`src/inc/txc_cfg.svh`:
```
// register map, field positions, reset values and polynomials of the transmit checksum generator
`ifndef TXC_CFG_SVH
`define TXC_CFG_SVH
`define TXC_ADDR_W 10
`define TXC_CFG_IDX 8'h19
`define TXC_STAT_IDX 8'h20
`define TXC_CFG_ADDR {`TXC_CFG_IDX, 2'b00}
`define TXC_STAT_ADDR {`TXC_STAT_IDX, 2'b00}
`define TXC_CFG_RST 32'h0000_0000
`define TXC_CFG_WMASK 32'hFFFF_007F
`define TXC_F_PRESET_HI 31
`define TXC_F_PRESET_LO 16
`define TXC_F_SKIP 6
`define TXC_F_SEL_HI 5
`define TXC_F_SEL_LO 3
`define TXC_F_NARROW 2
`define TXC_F_INV 1
`define TXC_F_EN 0
`define TXC_PRE_000 16'h0000
`define TXC_PRE_001 16'h6363
`define TXC_PRE_010 16'hA671
`define TXC_PRE_011 16'hFFFF
`define TXC_PRE_100 16'h0012
`define TXC_PRE_101 16'hE012
`define TXC_POLY16_REFL 16'h8408
`define TXC_POLY5_REFL 5'h12
`define TXC_FIFO_W 9
`define TXC_FIFO_D 8
`endif

```
`src/inc/txc_pkg.sv`:
```
// types of the transmit checksum generator
package txc_pkg;
  typedef enum logic [2:0] {
    ST_DATA = 3'b001,
    ST_CRC0 = 3'b010,
    ST_CRC1 = 3'b100
  } txc_state_t;
  typedef enum logic [2:0] {
    SEL_ZERO = 3'b000,
    SEL_6363 = 3'b001,
    SEL_A671 = 3'b010,
    SEL_FFFF = 3'b011,
    SEL_0012 = 3'b100,
    SEL_E012 = 3'b101,
    SEL_RSVD = 3'b110,
    SEL_CUSTOM = 3'b111
  } txc_sel_t;
endpackage

```
`src/hdl/txc_fifo.sv`:
```
// byte fifo in front of the checksum generator
`timescale 1ns/1ps
module txc_fifo #(
  parameter int WIDTH = 9,
  parameter int DEPTH = 8
) (
  // clock and reset
  input wire logic clk,
  input wire logic rst,
  // fill side
  input wire logic in_valid,
  input wire logic [WIDTH-1:0] in_data,
  output logic in_ready,
  // drain side
  output logic out_valid,
  output logic [WIDTH-1:0] out_data,
  input wire logic out_ready
);
  localparam int AW = $clog2(DEPTH);
  logic [WIDTH-1:0] mem_r [DEPTH];
  logic [AW-1:0] wr_r;
  logic [AW-1:0] rd_r;
  logic [AW:0] cnt_r;
  logic full_r;
  logic empty_r;
  logic push;
  logic pop;

  assign push = in_valid && !full_r;
  assign pop = out_ready && !empty_r;
  assign in_ready = !full_r;
  assign out_valid = !empty_r;
  assign out_data = mem_r[rd_r];

  always_ff @(posedge clk) begin
    if (push) begin
      mem_r[wr_r] <= in_data;
    end
  end

  always_ff @(posedge clk) begin
    if (rst) begin
      wr_r <= '0;
      rd_r <= '0;
      cnt_r <= '0;
      full_r <= 1'b0;
      empty_r <= 1'b1;
    end else begin
      if (push) begin
        wr_r <= (wr_r == AW'(DEPTH - 1)) ? '0 : wr_r + 1'b1;
      end
      if (pop) begin
        rd_r <= (rd_r == AW'(DEPTH - 1)) ? '0 : rd_r + 1'b1;
      end
      if (push && !pop) begin
        cnt_r <= cnt_r + 1'b1;
        full_r <= (cnt_r == (AW+1)'(DEPTH - 1));
        empty_r <= 1'b0;
      end else if (pop && !push) begin
        cnt_r <= cnt_r - 1'b1;
        full_r <= 1'b0;
        empty_r <= (cnt_r == (AW+1)'(1));
      end
    end
  end
endmodule // txc_fifo

```
`src/hdl/txc_crc_step.sv`:
```
// one byte of checksum update, lsb first, 16-bit or 5-bit register
`timescale 1ns/1ps
`include "txc_cfg.svh"
module txc_crc_step (
  // current value and byte
  input wire logic [15:0] crc_in,
  input wire logic [7:0] data,
  input wire logic narrow,
  // updated value
  output logic [15:0] crc_out
);
  logic [15:0] c16 [9];
  logic [4:0] c5 [9];

  assign c16[0] = crc_in;
  assign c5[0] = crc_in[4:0];

  genvar i;
  generate
    for (i = 0; i < 8; i++) begin : g_bit
      logic fb16;
      logic fb5;
      assign fb16 = c16[i][0] ^ data[i];
      assign fb5 = c5[i][0] ^ data[i];
      assign c16[i+1] = (c16[i] >> 1) ^ (fb16 ? `TXC_POLY16_REFL : 16'h0000);
      assign c5[i+1] = (c5[i] >> 1) ^ (fb5 ? `TXC_POLY5_REFL : 5'h00);
    end
  endgenerate

  assign crc_out = narrow ? {11'h000, c5[8]} : c16[8];
endmodule // txc_crc_step

```
`src/hdl/txc_gen.sv`:
```
// transmit checksum generator with apb configuration register and byte stream path
`timescale 1ns/1ps
`include "txc_cfg.svh"
// How it works
// - selector 111b seeds the checksum from the custom value in config bits 31:16.
// - with skip set, the first frame byte passes but is not checksummed.
// - selector codes 000b-101b pick 0000h, 6363h, A671h, FFFFh, 0012h, E012h.
// - in 5-bit mode only the low five bits of the chosen seed are used.
// - width bit 0 gives a 16-bit checksum, 1 a 5-bit one; reset is 0.
// - invert bit 1 sends the complement of the checksum; reset sends it plain.
// - only with enable set is a checksum computed and appended; reset is off.
module txc_gen
  import txc_pkg::*;
(
  // clock and reset
  input wire logic clk,
  input wire logic rst,
  // apb slave
  input wire logic psel,
  input wire logic penable,
  input wire logic pwrite,
  input wire logic [`TXC_ADDR_W-1:0] paddr,
  input wire logic [31:0] pwdata,
  output logic [31:0] prdata,
  output logic pready,
  output logic pslverr,
  // frame bytes in
  input wire logic in_valid,
  input wire logic [7:0] in_data,
  input wire logic in_last,
  output logic in_ready,
  // frame bytes out, checksum appended
  output logic out_valid,
  output logic [7:0] out_data,
  output logic out_last,
  input wire logic out_ready
);
  logic [31:0] cfg_r;
  logic [31:0] prdata_r;
  logic pready_r;
  logic pslverr_r;
  logic [7:0] out_data_r;
  logic out_valid_r;
  logic out_last_r;
  logic in_ready_r;
  txc_state_t state_r;
  logic [15:0] crc_r;
  logic first_r;
  logic [7:0] byte_cnt_r;
  logic [7:0] frame_cnt_r;
  logic rsvd_seen_r;

  logic acc;
  logic done;
  logic bad_acc;
  logic wr_cfg;
  logic hit_cfg;
  logic hit_stat;
  logic [15:0] preset;
  logic [15:0] seed;
  logic [15:0] crc_base;
  logic [15:0] crc_next;
  logic [15:0] crc_tx;
  logic [7:0] crc_lo;
  logic [7:0] crc_hi;
  logic slot_free;
  logic f_ready;
  logic f_valid;
  logic [8:0] f_data;
  logic f_in_ready;
  logic take;
  logic skip_now;
  logic f_in_valid;
  logic [8:0] f_in_data;
  logic [31:0] status_word;
  logic [31:0] rd_word;

  logic en_bit;
  logic inv_bit;
  logic narrow_bit;
  logic skip_bit;
  txc_sel_t sel;

  assign en_bit = cfg_r[`TXC_F_EN];
  assign inv_bit = cfg_r[`TXC_F_INV];
  assign narrow_bit = cfg_r[`TXC_F_NARROW];
  assign skip_bit = cfg_r[`TXC_F_SKIP];
  assign sel = txc_sel_t'(cfg_r[`TXC_F_SEL_HI:`TXC_F_SEL_LO]);

  // register decode
  assign acc = psel && penable && !pready_r;
  assign done = psel && penable && pready_r;
  assign hit_cfg = (paddr == `TXC_CFG_ADDR);
  assign hit_stat = (paddr == `TXC_STAT_ADDR);
  assign bad_acc = !hit_cfg && !(hit_stat && !pwrite);
  // a write lands at the edge that completes the transfer
  assign wr_cfg = done && pwrite && hit_cfg;

  // status word: checksum, frame count, byte count, reserved flag, state
  assign status_word = {
    crc_r,
    frame_cnt_r,
    byte_cnt_r[3:0],
    rsvd_seen_r,
    state_r
  };

  // read data for the addressed register
  always_comb begin
    rd_word = 32'h0000_0000;
    if (!pwrite && hit_cfg) begin
      rd_word = cfg_r;
    end else if (!pwrite && hit_stat) begin
      rd_word = status_word;
    end
  end

  // apb answer: one wait cycle, then pready for one cycle
  always_ff @(posedge clk) begin
    if (rst) begin
      pready_r <= 1'b0;
      pslverr_r <= 1'b0;
      prdata_r <= 32'h0000_0000;
    end else begin
      pready_r <= acc;
      pslverr_r <= acc && bad_acc;
      if (acc) begin
        prdata_r <= rd_word;
      end else begin
        prdata_r <= 32'h0000_0000;
      end
    end
  end

  // configuration register, reserved bits stay zero
  always_ff @(posedge clk) begin
    if (rst) begin
      cfg_r <= `TXC_CFG_RST;
    end else if (wr_cfg) begin
      cfg_r <= pwdata & `TXC_CFG_WMASK;
    end
  end

  // seed selection
  always_comb begin
    unique case (sel)
      SEL_ZERO: preset = `TXC_PRE_000;
      SEL_6363: preset = `TXC_PRE_001;
      SEL_A671: preset = `TXC_PRE_010;
      SEL_FFFF: preset = `TXC_PRE_011;
      SEL_0012: preset = `TXC_PRE_100;
      SEL_E012: preset = `TXC_PRE_101;
      SEL_RSVD: preset = `TXC_PRE_000;
      SEL_CUSTOM: preset = cfg_r[`TXC_F_PRESET_HI:`TXC_F_PRESET_LO];
    endcase
  end

  assign seed = narrow_bit ? {11'h000, preset[4:0]} : preset;

  assign f_in_valid = in_valid && in_ready_r;
  assign f_in_data = {in_last, in_data};

  // byte path
  txc_fifo #(
    .WIDTH(`TXC_FIFO_W),
    .DEPTH(`TXC_FIFO_D)
  ) u_fifo (
    .clk(clk),
    .rst(rst),
    .in_valid(f_in_valid),
    .in_data(f_in_data),
    .in_ready(f_in_ready),
    .out_valid(f_valid),
    .out_data(f_data),
    .out_ready(f_ready)
  );

  assign slot_free = !out_valid_r || out_ready;
  assign f_ready = (state_r == ST_DATA) && slot_free;
  assign take = f_ready && f_valid;
  assign skip_now = first_r && skip_bit;
  assign crc_base = first_r ? seed : crc_r;

  txc_crc_step u_step (
    .crc_in(crc_base),
    .data(f_data[7:0]),
    .narrow(narrow_bit),
    .crc_out(crc_next)
  );

  assign crc_tx = inv_bit ? ~crc_r : crc_r;
  assign crc_lo = narrow_bit ? {3'b000, crc_tx[4:0]} : crc_tx[7:0];
  assign crc_hi = crc_tx[15:8];

  // fill-side ready registered from fifo state
  always_ff @(posedge clk) begin
    if (rst) begin
      in_ready_r <= 1'b0;
    end else begin
      in_ready_r <= f_in_ready && !(in_valid && in_ready_r && f_in_ready && !take);
    end
  end

  // checksum accumulation
  always_ff @(posedge clk) begin
    if (rst) begin
      crc_r <= 16'h0000;
    end else if (take && en_bit) begin
      crc_r <= skip_now ? seed : crc_next;
    end
  end

  // frame tracking and counters
  always_ff @(posedge clk) begin
    if (rst) begin
      first_r <= 1'b1;
      byte_cnt_r <= 8'h00;
      frame_cnt_r <= 8'h00;
    end else if (take) begin
      first_r <= f_data[8];
      if (first_r) begin
        byte_cnt_r <= (skip_now || !en_bit) ? 8'h00 : 8'h01;
      end else if (en_bit) begin
        byte_cnt_r <= byte_cnt_r + 8'h01;
      end
      if (f_data[8]) begin
        frame_cnt_r <= frame_cnt_r + 8'h01;
      end
    end
  end

  // reserved selector seen during a frame
  always_ff @(posedge clk) begin
    if (rst) begin
      rsvd_seen_r <= 1'b0;
    end else if (take && (sel == SEL_RSVD)) begin
      rsvd_seen_r <= 1'b1;
    end else if (wr_cfg) begin
      rsvd_seen_r <= 1'b0;
    end
  end

  // sequencer state: data bytes, then checksum bytes low first
  always_ff @(posedge clk) begin
    if (rst) begin
      state_r <= ST_DATA;
    end else begin
      unique case (state_r)
        ST_DATA: begin
          if (take && f_data[8] && en_bit) begin
            state_r <= ST_CRC0;
          end
        end
        ST_CRC0: begin
          if (slot_free) begin
            state_r <= narrow_bit ? ST_DATA : ST_CRC1;
          end
        end
        ST_CRC1: begin
          if (slot_free) begin
            state_r <= ST_DATA;
          end
        end
      endcase
    end
  end

  // output register, held until the consumer takes it
  always_ff @(posedge clk) begin
    if (rst) begin
      out_valid_r <= 1'b0;
      out_data_r <= 8'h00;
      out_last_r <= 1'b0;
    end else begin
      unique case (state_r)
        ST_DATA: begin
          if (take) begin
            out_valid_r <= 1'b1;
            out_data_r <= f_data[7:0];
            out_last_r <= f_data[8] && !en_bit;
          end else if (out_ready) begin
            out_valid_r <= 1'b0;
          end
        end
        ST_CRC0: begin
          if (slot_free) begin
            out_valid_r <= 1'b1;
            out_data_r <= crc_lo;
            out_last_r <= narrow_bit;
          end
        end
        ST_CRC1: begin
          if (slot_free) begin
            out_valid_r <= 1'b1;
            out_data_r <= crc_hi;
            out_last_r <= 1'b1;
          end
        end
      endcase
    end
  end

  assign prdata = prdata_r;
  assign pready = pready_r;
  assign pslverr = pslverr_r;
  assign in_ready = in_ready_r;
  assign out_valid = out_valid_r;
  assign out_data = out_data_r;
  assign out_last = out_last_r;
endmodule // txc_gen

```
`config.mk`:
```
export PLATFORM = sky130hd
export DESIGN_NAME = txc_gen
export DESIGN_NICKNAME = d
export VERILOG_FILES = /design/src/inc/txc_pkg.sv /design/src/hdl/txc_fifo.sv /design/src/hdl/txc_crc_step.sv /design/src/hdl/txc_gen.sv
export VERILOG_INCLUDE_DIRS = /design/src /design/src/inc
export SDC_FILE = /design/constraint.sdc
export NUM_CORES = 1
export LEC_CHECK = 0
export BUFFER_PORTS_ARGS = -buffer_cell sky130_fd_sc_hd__buf_4
export CAP_MARGIN = 30
export CORE_MARGIN = 2
export CORE_UTILIZATION = 55
export CTS_BUF_LIST = sky130_fd_sc_hd__clkbuf_4 sky130_fd_sc_hd__clkbuf_8
export DETAILED_ROUTE_END_ITERATION = 10
export PLACE_DENSITY_LB_ADDON = 0.15
export SETUP_SLACK_MARGIN = 0.1
export SYNTH_ARGS = -nofsm -noshare
export SYNTH_HDL_FRONTEND = slang
export SYNTH_HIERARCHICAL = 1
export SYNTH_SLANG_ARGS = --single-unit
```
`constraint.sdc`:
```
create_clock -name clk -period 6.5 [get_ports clk]
set_input_delay 0.325 -clock clk [delete_from_list [all_inputs] [get_ports clk]]
set_output_delay 0.325 -clock clk [all_outputs]
set_load 0.05 [all_outputs]
```
After elaboration in Yosys (flattened, before gate mapping)

Memories as Yosys holds them, arrays and structs flattened. A register that Yosys moved wholly into a read port is not among the register bits.
Cells that the tools add are included.

Register bits: 117
Input bits: 58
Memories: 1
RAM bits: 72
Output and inout bits: 45

Memory list:

| name         | depth | width | rd ports | clocked after Yosys merged registers in | wr ports | line           | source |
|---|---|---|---|---|---|---|---|
| u_fifo.mem_r | 8     | 9     | 1        | 1                                       | 1        | txc_fifo.sv:20 | `logic [WIDTH-1:0] mem_r [DEPTH];` |

Bitwise operators: 34
Reductions and logical operators: 48
Mux-type cells: 58
Add/sub/neg operators: 6
Equal/unequal tests: 22

Operator list:

| cell                                                 | count |
|---|---|
| 2-to-1 mux 16 bit                                    | 13 |
| bitwise XOR 15 x 16 -> 16 bit                        | 8 |
| case mux 16 bit (7 select lines)                     | 1 |
| 2-to-1 mux 32 bit                                    | 2 |
| 2-to-1 mux 8 bit                                     | 6 |
| 2-to-1 mux 5 bit                                     | 8 |
| bitwise XOR 4 x 5 -> 5 bit                           | 8 |
| 2-to-1 mux 3 bit                                     | 8 |
| case mux 8 bit (3 select lines)                      | 1 |
| logical AND 1 bit                                    | 22 |
| equality test 3 bit, second input constant           | 7 |
| adder 8 x 1 -> 8 bit, second input constant          | 2 |
| NOT 16 bit                                           | 1 |
| bitwise XOR 1 bit                                    | 15 |
| 2-to-1 mux 1 bit                                     | 14 |
| zero test 1 bit                                      | 11 |
| equality test 10 x 7 -> 1 bit, second input constant | 1 |
| equality test 10 x 8 -> 1 bit, second input constant | 1 |
| equality test 3 x 2 -> 1 bit, second input constant  | 3 |
| case mux 3 bit (3 select lines)                      | 1 |
| 2-to-1 mux 4 bit                                     | 2 |
| adder 3 x 1 -> 3 bit, second input constant          | 2 |
| equality test 3 x 1 -> 1 bit, second input constant  | 2 |
| inequality test 2 bit, second input constant         | 3 |
| 16 further kinds                                     | 26 |

Longest topological paths before layout

Gate-level depths: netlist of run 1.

Depth after elaboration: 31
Gate-level depth with buffers: 13

Cells and area by module

The synthesis of run 1 kept the hierarchy.

Modules (own cells, without submodules):

| module       | area each (um2) | sequential area each (um2) | cells each | times used |
|---|---|---|---|---|
| txc_gen      | 4655.7          | 2021.9                     | 530        | 1 |
| txc_fifo     | 3533.4          | 2462.4                     | 190        | 1 |
| txc_crc_step | 495.5           | 0.0                        | 51         | 1 |

Least setup slack after synthesis of run 1

Ideal clock, no wire load.

Path kind: reg2reg
Start point: register with a tool-made name
End point: register crc_r[4]
Path buffers: 2
Required time: 6.409 ns
Setup time: 0.091 ns
Data arrival time: 2.658 ns
Setup slack: 3.751 ns
Stages on the path, launching flop included: 11
Cell sequence: dfxtp_1 > buf_6 > buf_12 > mux4_1 > mux2_2 > xor2_1 > xor3_1 > a21oi_2 > xor2_1 > nand2_1 > a311oi_1

RTL lines:

| item                 | line           | source |
|---|---|---|
| end signal, assigned | txc_gen.sv:209 | `crc_r <= skip_now ? seed : crc_next;` |
| end, declared        | txc_gen.sv:47  | `logic [15:0] crc_r;` |

==> results of run 1 <==
[flip-flops by register name, summed over array words and instances, names as in the netlist, 4 cells and up, named ones only]
signal / cells
out_data: 8
crc_r: 16
byte_cnt_r: 4
u_fifo/mem_r: 72
prdata: 32
u_fifo/cnt_r: 4
cfg_r: 23
frame_cnt_r: 8
[area by class of cell]
| class | instances | area, um2 | share of cell area (%) |
|---|---|---|---|
| Multi-Input combinational cell | 514 | 3900 | 39.4 |
| Inverter | 18 | 67.6 | 0.683 |
| Tap cell | 211 | 264 | 2.67 |
| Clock inverter | 15 | 151 | 1.53 |
| Sequential cell | 188 | 4480 | 45.3 |
| Clock buffer | 17 | 234 | 2.36 |
| Timing Repair Buffer | 101 | 796 | 8.04 |
[power breakdown]
group / internal [W] / total (W) / leakage, nW / switching [W]
sequential: 0.00125 / 0.00129 / 1.59 / 0.0000401
combinational: 0.000218 / 0.000463 / 1.84 / 0.000244
clock: 0.000316 / 0.000742 / 0.182 / 0.000427
total: 0.00179 / 0.00250 / 3.61 / 0.000711
[through the flow]
| step | power (W) | hold WS, ps |
|---|---|---|
| after detailed placement | 0.00178 | 447 |
| final | 0.00250 | 89.9 |
| after CTS | 0.00251 | 63.2 |
| after global routing | 0.00262 | 59.4 |
| after global placement | 0.00177 | 442 |
| after floorplan | 0.00167 | 421 |
[worst reg2reg max path: cells and delay by family, from the launching register on]
family / cells / cell delay (ps)
mux: 4 / 1250
xor+xnor: 3 / 990
flops: 1 / 970
compound gates: 1 / 240
[logic make-up after synthesis]
logic type      Yosys count  share of synthesized area [%]
buf+inv                  69                           3.76
xor+xnor                 39                           5.24
fa+ha+maj                11                           1.58
flops                   188                           51.6
compound gates          140                           10.9
simple gates            245                           14.0
mux                      79                           12.8
[worst min-delay path by stage]
stage / slack [ps] / end / from / cells after the start
3_5_place_dp: 450 / out_last / out_last / 2
5_1_grt: 60 / u_fifo/mem_r[2][5] / in_data[5] / 1
6_report: 90 / u_fifo/mem_r[5][8] / in_last / 1
3_3_place_gp: 440 / out_last / out_last / 2
2_1_floorplan: 420 / pready / rst / 1
4_1_cts: 60 / u_fifo/mem_r[3][3] / in_data[3] / 1
[metal layers]
| metal | track usage (%) | vias to the layer above | share of wire (%) |
|---|---|---|---|
| li1 | - | 2937 | - |
| met5 | 0 | - | 0 |
| met2 | 37.5 | 158 | 48 |
| met3 | 5.20 | 37 | 4.5 |
| met1 | 27.9 | 2828 | 45 |
| met4 | 7.84 | 0 | 2.4 |
[placed cells by master (no fill, tap or decap), drive strengths merged, types with 4 or more instances in the layout]
cell type	netlist	final
clkbuf	26	17
nand2	43	43
nand2b	8	8
ha	11	11
a311oi	7	7
a221oi	4	4
nand4	6	6
edfxtp	72	72
and2	11	11
xnor2	19	19
clkinvlp	0	5
nand3	6	6
buf	25	101
mux2i	39	39
mux2	22	22
mux4	18	18
a211oi	16	16
nor2b	31	31
a21oi	45	45
a22o	23	23
o21ai	24	24
xor2	14	14
nor3	23	23
nand3b	4	4
dfxtp	116	116
nor2	95	95
inv	17	25
==> summary.md, run 1 <==
| Metric | Value |
|---|---|
| CP delay by family, top | multiplexers |
| Avg WL per Cell | about 17 um |
| Synth area leader | dfxtp_1 |
| Post-DP HPWL | 12600 um |
| Initial Util | 56.7% |
| Final nets | a little over 900 |
| Number of synthesized register bits | ~190 |
| Cell Chain, Critical Path | mux4_1 > mux2_2 > xnor2_4 > xor2_1 > xor3_1 > mux2i_1 > mux2i_1 > a211oi_1 |
| Worst Reg-to-Reg Cells | 8 |
| Cell row count | 45 |
| Total gr overflow | 0 |
| Core Area | about 15000 um2 |
| CTS Root Cell | clkbuf_8 |
| GRT Util Overall | 22.1% |
| Max Slew Vio Count | 0 |
| Placed cell areas | 9510 um2 |
| Setup TNS | 0 ps |
| Final Cell Area | between 9000 and 10000 um2 |
| Seq/Total Area, Yosys | between 50% and 60% |
| CP Class | reg2reg |
| PD cells | around 250 nW/um2 |
| Reg2reg end | crc_r[3] |
| PostCTS Resize Cnt | 0 |
| Yosys warnings | 6 |
| DIE AREA | 16800 um2 |
| Outcome | complete, no violations |
| Synth cell count leaders | dfxtp_1 (116), nor2_1 (95), edfxtp_1 (72), a21oi_1 (43), nand2_1 (42) |
| Number of port buffers | 93 |
| CP Depth | 8 |
| DRT Wirelength | approximately 18000 um |
| Library cells used by synthesis | 63 |
| Pin count of the biggest net entering global routing | 82 |
| Num CTS Buffers | 17 |
| Clock transition at path regs | roughly 100 ps |
| Synth top area share | a little over a quarter |
| CP bufs+invs | 0 |
| Via density | around 5.6 |
| DIE WIDTH | about 130 um |
| Post-Synthesis Cells | between 700 and 800 |
| Worst setup SP type | flip-flop |
| Fill cells | between 1000 and 1500 |
| Routed vias | between 5000 and 6000 |
| Initial antenna violation count | 0 |
| Post-Route Skew | 15.8 ps |
| Worst Tran Pin Value | between 1000 and 1500 ps |
| Avg Cell Area, Syn | between 10 and 15 um2 |
| Top-count cell post-synth | dfxtp_1 |
| Final setup fails | 0 |
| Diode count | 0 |
| Syn Std Cell Area | just under 9000 um2 |
| Crit path capture type | flip-flop |
| DRC violations left | 0 |
| RSZ-0062 raised after global routing | no |
| DRT iter0 DRCs | ~340 |
| DR pass1 iterations | 5 |
| Vias in the first global route | about 5600 |
| Fin cells | 1064 |
| Placer Congestion | 0.894 |
| Max Freq | ~280 MHz |
| Largest stage delay, worst path | just under 1000 ps |
| Area delta synth->final | 14.0% |
| Final worst slack | slightly below 3000 ps |
| Most used cell, CP | mux2i_1 |
| Worst VDD drop | about 0.32 mV |
| Critical Path RT | between 6000 and 7000 ps |
| Antenna viol nets, final | 0 |
| I/O pin total | between 100 and 150 |
| Share of cells above drive strength 1 | approximately 21% |
| Worst slew margin | 32.6% |
| CTS tree | yes |
| Synth area leaders | dfxtp_1 (27%), edfxtp_1 (25%), mux4_1 (5.4%) |
| Leakage Power | 3.61 nW |
| Number of flops mapped to enable cells by yosys | 72 |
| Final Util | between 60 and 70% |
| Asr flop ratio synth | 0% |
| Final hold vios | 0 |
| Critical path arrival | a little under 4000 ps |
| Setup bufs post-CTS | 0 |
| Max Root-Sink Buffers | 2 |
| Reg2Reg Setup Slack | 2940 ps |
| Tmin final | 3560 ps |
| Syn Nets | between 800 and 900 |
| Max stage delay cell, worst path | dfxtp_1 |
| First-pass GRT wire length | between 20000 and 30000 um |
| Critical Path End | crc_r[3] |
| Total of max-cap violations | 0 |
| Placed insts | between 1000 and 1500 |
| Worst slack, placed | between 2000 and 3000 ps |
| Final period utilization | 54.7% |
| Post-synth top flop | dfxtp_1 |
| Worst-Skew Late Latency | around 460 ps |
| Hold_buf cts | 0 |
| CTS Sinks | approximately 190 |
| CTS HTree Levels | 4 |
| Worst hold path class | in2reg |
| Die Ht | approximately 130 um |
| Crit Path Max Fanout | 18 |
(Power assumes the default switching activity.)
==> run 2, diff against run 1 <==
clock period = 2.9 ns   (was 6.5 ns; I/O delays follow)
==> run 2 against run 1 <==
Critical path depth is the same. Via count rose by 6.5%. Clock power is 130% higher. Cell count grew 7.1%. Setup slack lost 2800 ps. Non-clock buffer count grew 76. Power increased by 140%. Critical path type unchanged. Largest power group unchanged.
==> summary.md, run 2 (synthesis gave the netlist of run 1 again) <==
| Metric | Value |
|---|---|
| Most frequent cells in the layout | buf_4 (139), dfxtp_1 (114), nor2_1 (94) |
| Post-DP HPWL | 13600 um (+8.0%) |
| Crit path capture type | flip-flop |
| Critical path arrival | 3180 ps (-750 ps) |
| DIE WIDTH | 130 um (unchanged) |
| Post-Route Skew | 9.70 ps (-6.05 ps) |
| Final setup fails | 0 (unchanged) |
| Share of cells above drive strength 1 | 24.9% (+4.2 points) |
| Worst slew margin | 46.1% (+14 points) |
| Max Freq | 360 MHz (+28%) |
| Final hold vios | 0 (unchanged) |
| PD cells | 556 nW/um2 (+120%) |
| Clock power frac | 29.4% (-0.3 points) |
| RSZ-0062 raised after global routing | yes |
| Gate power share | 21.9% (+3.4 points) |
| Total gr overflow | 0 (unchanged) |
| CTS HTree Levels | 4 (unchanged) |
| Diode count | 0 (unchanged) |
| Worst-Skew Late Latency | 480 ps (+20 ps) |
| CTS tree | yes |
| GRT Util Overall | 24.2% (+2.1 points) |
| Initial Util | 56.7% (unchanged) |
| Net Switching | 0.00170 W (+140%) |
| Total of max-cap violations | 0 (unchanged) |
| Initial antenna violation count | 0 (unchanged) |
| Cell row count | 45 (unchanged) |
| DRT iter0 DRCs | 383 (+14%) |
| Worst slack, placed | 5.23 ps (-2950 ps) |
| Critical Path RT | 3300 ps (-3570 ps) |
| Die Ht | 130 um (unchanged) |
| Worst hold path class | in2reg |
| I/O pin total | 103 (unchanged) |
| Cell internal pwr | 0.00421 W (+140%) |
| Final worst slack | 119 ps (-2820 ps) |
| Reg power frac | 48.7% (-3.1 points) |
| DRC violations left | 0 (unchanged) |
| Num CTS Buffers | 17 (unchanged) |
| Worst setup SP type | flip-flop |
| CP Class | reg2reg |
| Worst VDD drop | 0.437 mV (+37%) |
| Vias in the first global route | 6166 (+9.8%) |
| Worst Tran Pin Value | 803 ps (-205 ps) |
| Final nets | 985 (+8.4%) |
| Reg with most FFs | u_fifo/mem_r |
| DR pass1 iterations | 5 (unchanged) |
| Switching share of power | 28.8% (+0.33 points) |
| CTS Sinks | 188 (unchanged) |
| Tmin final | 2780 ps (-778 ps) |
| Outcome | complete, no violations |
| Number of port buffers | 93 (unchanged) |
| Final period utilization | 95.9% (+41 points) |
| Antenna viol nets, final | 0 (unchanged) |
| Most common cell after layout, fill and taps aside | buf_4 |
| Avg WL per Cell | 17.4 um (+2.5%) |
| DRT Wirelength | 19800 um (+9.9%) |
| Via density | 5.57 (-0.59%) |
| Max FFs per register | 72 (unchanged) |
| DIE AREA | 16800 um2 (unchanged) |
| CTS Root Cell | clkbuf_8 |
| Placer Congestion | 0.901 (+0.83%) |
| Pin count of the biggest net entering global routing | 48 (-41%) |
| Leakage Power | 3.99 nW (+11%) |
| Fill cells | 1169 (+1.7%) |
| Max Root-Sink Buffers | 2 (unchanged) |
| Area delta synth->final | 22.4% |
| Hold Slack | 43.4 ps (-46.6 ps) |
| Max Slew Vio Count | 0 (unchanged) |
| Routed vias | 6348 (+6.5%) |
| First-pass GRT wire length | 31100 um (+9.0%) |
| Core Area | 15300 um2 (unchanged) |
| Clock transition at path regs | 100 ps (about the same) |
| Crit Path Max Fanout | 4 (-14) |
==> run 2: cell types whose count changed in the layout (fill, tap and decap cells not counted), moves of 3 or more <==
cell           previous run  this run
dlygate4sd3_1             0        34
mux4_2                    0         8
nor3_2                    5         1
buf_4                    98       139
nor3_1                   18        22
buf_12                    0         3
mux2_2                   22        17
mux2_4                    0         5
clkinvlp_4                4         1
inv_8                     3         6
mux4_1                   18        10
==> run 2: metrics by stage <==
step	util (%)	cells	instance area, um2	setup TNS, ps	total power, W
after CTS	68.6	1132	10500	0	0.00586
after global routing	69.4	1140	10600	-5.15	0.00615
after global placement	63.4	1062	9710	0	0.00404
final	69.4	1140	10600	0	0.00591
after floorplan	-	771	8680	0	0.00374
after detailed placement	63.4	1062	9710	0	0.00407
==> run 2: worst paths after layout <==
kind | start | endpoint | slack [ps] | cells past startpoint
worst min-delay path | penable | pready | 40 | 3
worst max register to register | flip-flop | crc_r[3] | 120 | 8
worst min register to register | out_last | out_last | 480 | 2
worst max-delay path | flip-flop | crc_r[3] | 120 | 8
==> run 2: critical path, cell delays in order (launching register included) <==
cell and delay (ps):
dfxtp_4 390, clkbuf_16 140, mux4_2 490, mux2_4 320, xnor3_2 500, xor3_1 430, mux2i_1 130, mux2i_1 90
a211oi_1 210
==> run 2: cell type report <==
type | instances | area [um2] | area share, %
sequential | 188 | 4490 | 42.2
multi-input combinational | 514 | 3940 | 37.1
timing repair buffer | 177 | 1470 | 13.8
tap | 211 | 264 | 2.48
clock buffer | 17 | 234 | 2.20
clock inverter | 15 | 166 | 1.57
inverter | 18 | 67.6 | 0.636
==> run 2: metal layers <==
layer | global-route usage [%] | wire (um) | vias to the layer above
li1 | - | - | 3079
met1 | 29.2 | 8380 | 3071
met2 | 43.3 | 10200 | 169
met3 | 4.50 | 871 | 29
met4 | 8.67 | 382 | 0
met5 | 0 | 0 | -
==> run 2: power by group through the flow <==
stage               combinational [W]  clock, W  sequential (W)
floorplan                    0.000739         0         0.00300
global placement              0.00111         0         0.00293
detailed placement            0.00113         0         0.00294
CTS                           0.00120   0.00178         0.00288
global route                  0.00139   0.00188         0.00289
finish                        0.00129   0.00173         0.00288
==> run 2: timing repair <==
action,in CTS,in global routing
pin swaps,4,7
endpoints found under the setup margin,7,8
gates cloned,0,1
hold buffers,34,0
setup buffers,4,7
hold endpoints to repair,98,0
resized for setup,7,24
==> run 3, diff against run 2 <==
RECOVER_POWER = 100   (was not set)
REMOVE_ABC_BUFFERS = 1   (was not set)
SKIP_LAST_GASP = 1   (was not set)
==> run 3 against run 2 <==
Register-to-register slack is essentially flat. Setup slack lost 14 ps. Non-clock buffer count grew 5. Combinational power is essentially flat. Cell area shrank 1.6%. Via count grew 1.1%. Clock power is essentially flat. Critical endpoint unchanged.
==> summary.md, run 3 (synthesis gave the netlist of run 1 again) <==
| Metric | Value |
|---|---|
| Worst slew margin | 17.1% (-29 points) |
| Tmin final | 2800 ps (+14.2 ps) |
| Antenna viol nets, final | 0 (unchanged) |
| Max stage delay cell, worst path | mux4_2 |
| DR pass1 iterations | 5 (unchanged) |
| Most common cell after layout, fill and taps aside | dfxtp_1 |
| Worst-Skew Late Latency | 480 ps (about the same) |
| Final Util | 68.3% (-1.1 points) |
| Placer Congestion | 0.882 (-2.1%) |
| Pin count of the biggest net entering global routing | 66 (+38%) |
| Post-Route Skew | 17.8 ps (+8.15 ps) |
| Final setup fails | 0 (unchanged) |
| Final period utilization | 96.4% (+0.49 points) |
| DRT Wirelength | 19800 um (-0.14%) |
| Max Root-Sink Buffers | 2 (unchanged) |
| DIE WIDTH | 130 um (unchanged) |
| Cell row count | 45 (unchanged) |
| CTS Root Cell | clkbuf_8 |
| CP Class | reg2reg |
| Outcome | complete, no violations |
| Total of max-cap violations | 0 (unchanged) |
| Post-route total power | 0.00592 W (+0.17%) |
| Routed vias | 6417 (+1.1%) |
| First-pass GRT wire length | 30900 um (-0.64%) |
| CTS tree | yes |
| Number of port buffers | 93 (unchanged) |
| Initial Util | 56.7% (unchanged) |
| Critical Path RT | 3290 ps (about the same) |
| Share of cells above drive strength 1 | 17.9% (-7.0 points) |
| DRC violations left | 0 (unchanged) |
| CTS Sinks | 188 (unchanged) |
| Most used cell, CP | mux2i_1 |
| Crit path capture type | flip-flop |
| Fill cells | 1205 (+3.1%) |
| Clock transition at path regs | 100 ps (about the same) |
| DIE AREA | 16800 um2 (unchanged) |
| Largest stage delay, worst path | 480 ps (-20 ps) |
| GRT Util Overall | 23.9% (-0.35 points) |
| Worst Tran Pin Value | 1230 ps (+428 ps) |
| Total gr overflow | 0 (unchanged) |
| Crit Path Max Fanout | 5 (+1) |
| Worst Reg-to-Reg Cells | 9 (+1) |
| Worst VDD drop | 0.447 mV (+2.2%) |
| Cell Chain, Critical Path | clkbuf_16 > mux4_2 > mux2_4 > xnor2_4 > xor2_2 > xor3_1 > mux2i_1 > mux2i_1 > a211oi_1 |
| Num CTS Buffers | 17 (unchanged) |
| I/O pin total | 103 (unchanged) |
| DRT iter0 DRCs | 436 (+14%) |
| Max Freq | 358 MHz (-0.51%) |
| Vias in the first global route | 6136 (-0.49%) |
| CTS HTree Levels | 4 (unchanged) |
| Worst setup SP type | flip-flop |
| Post-DP HPWL | 13300 um (-2.2%) |
| Reg with most FFs | u_fifo/mem_r |
| Worst hold path class | in2reg |
| Area delta synth->final | 20.4% |
| Max Slew Vio Count | 0 (unchanged) |
| Core Area | 15300 um2 (unchanged) |
| Most frequent cells in the layout | dfxtp_1 (114), nor2_1 (95), edfxtp_1 (72) |
| Die Ht | 130 um (unchanged) |
| PD cells | 566 nW/um2 (+1.8%) |
| Critical path arrival | 3180 ps (about the same) |
| Max FFs per register | 72 (unchanged) |
| Final nets | 990 (+0.51%) |
| RSZ-0062 raised after global routing | yes |
| Via density | 5.60 (+0.65%) |
| Cell depth of the worst hold path | 3 (unchanged) |
| Initial antenna violation count | 0 (unchanged) |
| Final worst slack | 105 ps (-14.2 ps) |
| Final hold vios | 0 (unchanged) |
| Worst slack, placed | 43.2 ps (+37.9 ps) |
| Diode count | 0 (unchanged) |
| Avg WL per Cell | 17.3 um (-0.58%) |
| Leakage Power | 3.76 nW (-5.7%) |
==> run 3: cell types whose count changed in the layout (fill, tap and decap cells not counted), moves of 4 or more <==
cell | before | now
buf_4 | 139 | 68
clkbuf_1 | 0 | 65
clkinv_8 | 0 | 4
inv_8 | 6 | 1
==> run 3: critical path: cells and delay by family (launching register included) <==
family,cells,cell delay [ps]
mux,4,1040
flops,1,410
buf+inv,1,160
compound gates,1,230
xor+xnor,3,860
==> run 3: area by class of cell <==
type	count	area, um2	share of cell area (%)
Sequential cell	188	4490	42.9
Multi-Input combinational cell	514	3930	37.5
Timing Repair Buffer	182	1300	12.4
Inverter	18	67.6	0.646
Clock inverter	15	179	1.71
Clock buffer	17	234	2.24
Tap cell	211	264	2.52
==> run 3: timing repair <==
| item | 4_1_cts | 5_1_grt |
|---|---|---|
| endpoints found under the setup margin | 7 | 12 |
| setup buffers | 0 | 10 |
| hold buffers | 36 | 0 |
| gates resized for setup | 5 | 34 |
| cloned | 0 | 1 |
| pin swaps | 0 | 19 |
| endpoints found under the hold margin | 108 | 0 |
==> run 3: layer usage <==
layer	vias to the layer above	routed length, um	GRT usage, %
met2	223	10200	43.1
li1	3095	-	-
met3	22	1160	4.42
met1	3077	8130	28.8
met4	0	286	7.65
met5	-	0	0
==> run 3: report_power, final <==
part / switching, W / internal [W] / total [W]
logic: 0.000636 / 0.000658 / 0.00129
registers: 0.0000745 / 0.00281 / 0.00288
clock network: 0.00107 / 0.000668 / 0.00174
==> run 3: through the flow <==
stage	hold slack [ps]	instance area (um2)	TNS (ps)	std cells
finish	35.2	10500	0	1145
global route	32.2	10500	0	1145
CTS	15.7	10500	0	1134
detailed placement	379	9750	0	1066
global placement	370	9740	0	1065
floorplan	214	8430	-428	720
==> run 3: path summary, 6_finish.rpt <==
kind / startpoint / end / slack [ps]
worst max register to register: flip-flop / crc_r[3] / 100
worst max-delay path: flip-flop / crc_r[3] / 100
worst min register to register: u_fifo/rd_r[2] / u_fifo/rd_r[2] / 490
worst min-delay path: penable / pready / 40
